**src/shared/call_pkg.sv**
```systemverilog
// Behaviour
// near relative 64: sign-extend, 8-byte room, push
// near relative 32: limit check, 4-byte room
// near relative 16: mask 16 bits, limit, 2-byte room
// near absolute 64: no limit check, 8-byte room
// near absolute 32/16: mask, limit, room check
// real far 32: 6 bytes, high offset zero
// real far 16: 4 bytes, load segment, pointer
// protected far: null or out-of-table selector faults
// legacy mode: only code, gates, task segments
// long mode: only code or 64-bit gate
// conforming code: long/default bits, privilege, present
// nonconforming code: requested and descriptor privilege match (code: requested <= current, descriptor == current)
// far code: stack room before offset
// far code: offset masked to 32/16 bits
// far code: limit and canonical offset faults
// far code: push segment, pointer, force privilege
// call gate: privilege and present checks
// gate code selector null or outside tables
// gate target must be code, privilege ok
// pick more or same privilege path
// report fault class and code, no update
package call_pkg;

   typedef enum logic [1:0] {K_NREL = 2'b00, K_NABS = 2'b01, K_FAR = 2'b10} kind_t;
   typedef enum logic [1:0] {OS16 = 2'b00, OS32 = 2'b01, OS64 = 2'b10} osz_t;
   typedef enum logic [1:0] {F_NONE = 2'b00, F_GP = 2'b01, F_SS = 2'b10, F_NP = 2'b11} flt_t;
   typedef enum logic [1:0] {P_NONE = 2'b00, P_SAME = 2'b01, P_MORE = 2'b10, P_TASK = 2'b11} path_t;

   // stack room needed, in bytes
   localparam logic [7:0] ROOM_NEAR64 = 8'h08;
   localparam logic [7:0] ROOM_NEAR32 = 8'h04;
   localparam logic [7:0] ROOM_NEAR16 = 8'h02;
   localparam logic [7:0] ROOM_REAL32 = 8'h06;
   localparam logic [7:0] ROOM_REAL16 = 8'h04;
   localparam logic [7:0] ROOM_FAR64 = 8'h10;
   localparam logic [7:0] ROOM_FAR32 = 8'h08;
   localparam logic [7:0] ROOM_FAR16 = 8'h04;
   // push widths in bytes
   localparam logic [3:0] PB16 = 4'h2;
   localparam logic [3:0] PB32 = 4'h4;
   localparam logic [3:0] PB64 = 4'h8;
   // system descriptor types
   localparam logic [3:0] T_CGATE64 = 4'hc;
   localparam logic [2:0] T_CGATE_LO = 3'b100;
   localparam logic [3:0] T_TGATE = 4'h5;
   // register map
   localparam int AXI_AW = 4;
   localparam logic [AXI_AW-1:0] A_CTRL = 4'h0;
   localparam logic [AXI_AW-1:0] A_STAT = 4'h4;
   localparam logic [AXI_AW-1:0] A_CALLS = 4'h8;
   localparam logic [AXI_AW-1:0] A_FLTS = 4'hc;
   localparam int CTRL_EN_BIT = 0;
   localparam logic CTRL_EN_RST = 1'b1;
   localparam int ST_BUSY = 0;
   localparam int ST_FLT = 1;
   localparam int ST_PATH = 3;
   localparam int ST_CODE = 16;
   localparam logic [1:0] RESP_OKAY = 2'b00;
   localparam logic [1:0] RESP_SLVERR = 2'b10;

   typedef struct packed {
      kind_t kind;
      osz_t osz;
      logic pe;
      logic vm;
      logic lma;
      logic [1:0] current_privilege;
      logic [15:0] cs;
      logic [63:0] ip;
      logic [31:0] cs_lim;
      logic [63:0] dest;
      logic [15:0] sel;
      logic [7:0] room;
      logic [15:0] gdt_lim;
      logic [15:0] ldt_lim;
   } req_t;

   typedef struct packed {
      logic s;
      logic [3:0] typ;
      logic [1:0] descriptor_privilege;
      logic p;
      logic l;
      logic d;
      logic [31:0] limit;
      logic [15:0] gsel;
   } desc_t;

endpackage

```
**src/design/target_check.sv**
```systemverilog
`timescale 1ns/1ps
module target_check
   import call_pkg::*;
#(
   parameter int VA_BITS = 48
)
(
   input wire logic [63:0] target_i,
   input wire logic os16_i,
   input wire logic mask32_i,
   input wire logic [31:0] limit_i,
   input wire logic chk_limit_i,
   input wire logic chk_canon_i,
   output logic [63:0] tgt_o,
   output logic lim_flt_o,
   output logic canon_flt_o
);

   logic [63:0] t32;

   // masking first, so limit and canonical checks see the final offset
   always_comb
   begin
      t32 = mask32_i ? {32'h0, target_i[31:0]} : target_i;
      tgt_o = os16_i ? {48'h0, t32[15:0]} : t32;
   end

   // upper bits must all copy the top implemented bit
   assign lim_flt_o = chk_limit_i && (tgt_o > {32'h0, limit_i});
   assign canon_flt_o = chk_canon_i &&
      !((&tgt_o[63:VA_BITS-1]) || !(|tgt_o[63:VA_BITS-1]));

endmodule // target_check

```
**config.mk**
```make
export PLATFORM = sky130hd
export DESIGN_NAME = target_check
export DESIGN_NICKNAME = d
export VERILOG_FILES = /design/src/shared/call_pkg.sv /design/src/design/target_check.sv
export SDC_FILE = /design/constraint.sdc
export NUM_CORES = 1
export LEC_CHECK = 0
export ABC_AREA = 1
export BUFFER_PORTS_ARGS = -buffer_cell sky130_fd_sc_hd__buf_2
export CAP_MARGIN = 20
export CORE_AREA = 4 4 79 99
export DETAILED_ROUTE_END_ITERATION = 10
export DIE_AREA = 0 0 83 103
export PLACE_DENSITY = 0.56
export SLEW_MARGIN = 40
export SYNTH_ARGS = -nofsm -noshare
export SYNTH_HDL_FRONTEND = slang
export SYNTH_SLANG_ARGS = --single-unit
export TNS_END_PERCENT = 50
```
**constraint.sdc**
```tcl
create_clock -name vclk -period 3.6
set_clock_uncertainty 0.05 [all_clocks]
set_input_delay 0.72 -clock vclk [all_inputs]
set_output_delay 0.72 -clock vclk [all_outputs]
set_load 0.005 [all_outputs]
```
==> flow_summary.toml, run 1 <==
[status]
outcome = "finished, final reports clean"

[setup_path]
cpMaxStageDelayCell = "ha_1"
critical_path_depth = 13
cp_slowest_stage_delay_ns = 0.30
crit_family = "simple AND/OR/NAND/NOR gates"
worstSetupEndpoint = "lim_flt_o"
critPathArrivalTime_ns = 2.34
end_kind = "output pin"
path_buf_inv = 3
cpMostUsedCell = "nor2_1"
critical_path_class = "in -> out"
start_kind = "input pin"
crit_path_start = "os16_i"
crit_chain = "buf_2 > nor2_1 > ha_1 > nand2_1 > nor2_1 > and2_1 > inv_1 > nor2_1 > nand2_1 > nand3_1 > nand2_1 > nor2_1 > buf_2"
crit_path_max_fanout = 17
worst-endpoint-required_ns = 2.83

[place]
portBuffers = 166
dpl.hpwl_um = 5131
place_congestion = 0.7982

[power_and_ir_drop]
sequentialPowerShare = 0
worst_ir_drop_vdd_uv = 34.85
sw_frac_of_total = 0.5231
power.leakage_nw = 1.791
intPower_w = 0.0001131
p_clk_frac = 0
power_frac_comb = 1.000
switchingPower_w = 0.0001241
fin_total_pwr_w = 0.0002372
p_per_area_nw_per_um2 = 96.77

[finish]
final_util = 0.3557
diodes = 0
final_common_cell = "buf_2"
fin_nets = 587
register_area_um2 = 0
most-common-layout-cells = "buf_2 (166), inv_1 (89), nor2_1 (56), nand2_1 (51), ha_1 (32)"
n_clock_buffer = 0
seq_cell_count = 0
area_growth_pct = 45.98
drive_above_1_share = 0.3974

[global_routing]
antenna_found_initial = 0
grt_start_max_net_pins = 21
grt_pass1_vias = 2036
grt_usage = 0.1120
gr-total-overflow = 0
grt_pass1_wl_um = 8355

[floorplanning]
io-pin-count = 166
die_h_um = 103
rows = 34
coreArea_um2 = 6892
dieArea_um2 = 8549
die_w_um = 83
start_util = 0.2436

[sta]
setup-violations-final = 0
finalCriticalPeriod_ns = 3.111
rsz0062_at_grt = "no"
slew_headroom = 0.6241
min_period_over_period = 0.8641
slew_violations = 0
fmax_mhz = 321.5
tightest_slew_ns = 0.5626
finalSetupTns_ns = 0
hold_violations = 0

[hold_path]
min_path_cells = 2
hold_path_class = "in -> out"

[logic_synthesis]
synth_cell_types = 23
yosys_warnings = 0
syn_area_um2 = 1679
synth_cells = 309
synth.avg_cell_area_um2 = 5.434
syn_nets = 441
seq_area_frac_synth = 0

[route]
dr_total_vias = 2180
drc = 0
first_iter_violations = 31
drt_wl_total_um = 5490
first_pass_iters = 4
antenna_left = 0
routed_via_density = 4.015
wl_per_cell_um = 10.11

[run]
cap_violations = 0

[clock_network]
ctsHoldBuffers = 0
cts_setup_buffers = 0
cts_resized = 0
-- logic make-up (layout without fill, tap and decap cells) --
kind of cell    count (synthesis)  count (layout)  share of synthesized area
simple gates                  127             127                     0.3122
buf+inv                       113             257                     0.3107
compound gates                 37              37                     0.1386
fa+ha+maj                      32              32                     0.2384
-- cells in the mapped netlist --
library cell | n | area (µm²)
a21o_1 | 1 | 7.510
a21oi_1 | 14 | 70.07
and2_1 | 1 | 6.260
buf_2 | 2 | 10.01
buf_4 | 17 | 127.6
buf_6 | 2 | 22.52
buf_8 | 1 | 15.01
clkbuf_1 | 1 | 3.750
ha_1 | 32 | 400.4
inv_1 | 89 | 334.1
inv_6 | 1 | 8.760
nand2_1 | 51 | 191.4
nand3_1 | 5 | 25.02
nand4_1 | 4 | 25.02
nor2_1 | 56 | 210.2
nor2_2 | 2 | 12.51
nor2_4 | 2 | 22.52
nor3_1 | 5 | 25.02
nor4_1 | 1 | 6.260
o21a_1 | 3 | 22.52
o21ai_0 | 11 | 55.05
o21ai_2 | 7 | 61.31
o41ai_2 | 1 | 16.27
-- layout make-up --
cell class	count	area (µm²)
Fill cell	804	4441
Multi-Input combinational cell	196	1157
Timing Repair Buffer	167	838.3
Inverter	90	342.8
Tap cell	90	112.6
-- power by group through the flow --
stage                     Combinational, W  Clock (W)  Sequential (W)
after global placement            0.000240          0               0
after detailed placement          0.000241          0               0
final                             0.000237          0               0
after global routing              0.000275          0               0
after CTS                         0.000243          0               0
after floorplan                   0.000140          0               0
-- per-stage QoR --
stage          area (µm²)  instances  hold slack (ns)  worst slack [ns]
3_3_place_gp         2451        543            1.578            0.5050
3_5_place_dp         2451        543            1.578            0.4550
6_report             2451        543            1.576            0.4892
2_1_floorplan        1679        309            1.461            0.6148
4_1_cts              2451        543            1.578            0.4466
5_1_grt              2451        543            1.586            0.2668
-- routing by layer --
metal / global-route usage / share of wire
met3: 0.01279 / 0.061
met2: 0.2321 / 0.54
met1: 0.1278 / 0.39
met5: 0 / 0
met4: 0.006289 / 0.0026
-- how the worst min path moves through the flow --
stage,to,startpoint
after floorplan,lim_flt_o,chk_limit_i
final,tgt_o[11],target_i[11]
after CTS,tgt_o[11],target_i[11]
after global routing,tgt_o[4],target_i[4]
after global placement,tgt_o[8],target_i[8]
after detailed placement,tgt_o[11],target_i[11]
Power figures use the tool's default switching activity.
==> run 2: changes to the inputs <==
--- a/config.mk
+++ b/config.mk
@@ -11,7 +11,8 @@
 export CORE_AREA = 4 4 79 99
 export DETAILED_ROUTE_END_ITERATION = 10
 export DIE_AREA = 0 0 83 103
-export PLACE_DENSITY = 0.56
+export PLACE_DENSITY = 0.58
+export RECOVER_POWER = 100
 export SLEW_MARGIN = 40
 export SYNTH_ARGS = -nofsm -noshare
 export SYNTH_HDL_FRONTEND = slang
==> constraint.sdc (replaced) <==
create_clock -name vclk -period 2.5
set_clock_uncertainty 0.05 [all_clocks]
set_input_delay 0.5 -clock vclk [all_inputs]
set_output_delay 0.5 -clock vclk [all_outputs]
set_load 0.005 [all_outputs]
==> flow_summary.toml, run 2 (synthesis results as in run 1) <==
[finish]
seq_cell_count = 0
fillCellCount = 814
register_area_um2 = 0
final_util = 0.3927
most-common-layout-cells = "buf_2 (146), inv_1 (86), nand2_1 (48), nor2_1 (47), ha_1 (31)"
n_clock_buffer = 0
drive_above_1_share = 0.4258
area_growth_pct = 61.18
diodes = 0
fin_nets = 606
final_common_cell = "buf_2"
multiInputGateArea_um2 = 1226

[place]
place_congestion = 0.8693
post-place-ws_ns = -0.2422
dpl.hpwl_um = 5184
portBuffers = 166

[floorplanning]
die_w_um = 83
io-pin-count = 166
dieArea_um2 = 8549
start_util = 0.2436
die_h_um = 103
coreArea_um2 = 6892
rows = 34

[route]
wl_per_cell_um = 10.23
dr_total_vias = 2324
antenna_left = 0
first_pass_iters = 4
drc = 0
drt_wl_total_um = 5748
routed_via_density = 4.135
first_iter_violations = 46

[hold_path]
min_path_cells = 2
holdCritStartpoint = "target_i[9]"
hold_path_class = "in -> out"
hold-path-endpoint = "tgt_o[9]"

[sta]
fmax_mhz = 410.5
finalSetupTns_ns = 0
min_period_over_period = 0.9745
slew_violations = 0
finalCriticalPeriod_ns = 2.436
rsz0062_at_grt = "yes"
hold_violations = 0
setup-violations-final = 0
fin_ws_ns = 0.06374
slew_headroom = 0.8233
tightest_slew_ns = 0.2630

[setup_path]
worst-endpoint-required_ns = 1.95
critPathArrivalTime_ns = 1.89
critical_path_class = "in -> out"
end_kind = "output pin"
crit_path_start = "os16_i"
start_kind = "input pin"
crit_path_max_fanout = 8

[power_and_ir_drop]
sw_frac_of_total = 0.5035
power.leakage_nw = 1.861
intPower_w = 0.0001928
power_frac_comb = 1.000
switchingPower_w = 0.0001955
worst_ir_drop_vdd_uv = 63.12
sequentialPowerShare = 0
p_per_area_nw_per_um2 = 143.5
p_clk_frac = 0

[global_routing]
grt_pass1_wl_um = 8576
grt_pass1_vias = 2118
antenna_found_initial = 0
grt_start_max_net_pins = 29
gr-total-overflow = 0
grt_usage = 0.1150

[status]
outcome = "finished, final reports clean"

[clock_network]
ctsHoldBuffers = 0

[run]
cap_violations = 0
[run 2: worst max-delay path: stages]
cell     delay [ns]
buf_12         0.12
nor2_1         0.15
ha_1           0.26
nand2_2        0.10
nor2_4         0.04
and2_4         0.15
buf_4          0.12
a21oi_2        0.12
nand3_1        0.08
nand2_1        0.07
nor2_1         0.05
buf_2          0.12
[run 2: timing repair]
action | 4_1_cts | 5_1_grt
pin swaps | 1 | 15
setup buffers | 0 | 0
gates resized for setup | 6 | 26
gates cloned | 0 | 1
setup endpoints to repair | 2 | 2
[run 2: through the flow]
step                hold WS [ns]  power (W)  instances  area, µm²
floorplan                  1.021  0.0002013        309       1680
global route               1.148  0.0004431        562       2706
finish                     1.138  0.0003883        562       2706
CTS                        1.139  0.0003749        561       2618
global placement           1.138  0.0003653        561       2599
detailed placement         1.139  0.0003690        561       2599
[run 2: layer usage]
metal	GRT usage	vias to the layer above	share of wire
met5	0	-	0
met4	0.005031	0	0.0080
met3	0.01839	4	0.071
met2	0.2346	85	0.54
met1	0.1316	992	0.38
li1	-	1243	-
[run 2: power groups by stage]
stage / clock, W / sequential [W] / combinational [W]
after floorplan: 0 / 0 / 0.000201
after global placement: 0 / 0 / 0.000365
after detailed placement: 0 / 0 / 0.000369
after CTS: 0 / 0 / 0.000375
after global routing: 0 / 0 / 0.000443
final: 0 / 0 / 0.000388
[run 2: worst max-delay path by stage]
stage and to:
3_5_place_dp canon_flt_o, 6_report lim_flt_o, 5_1_grt lim_flt_o, 2_1_floorplan lim_flt_o, 3_3_place_gp canon_flt_o, 4_1_cts canon_flt_o
[run 2: cell type report]
type / count / area share
inverter: 90 / 0.1267
multi-input combinational: 196 / 0.4531
tap: 90 / 0.04161
timing repair buffer: 186 / 0.3786
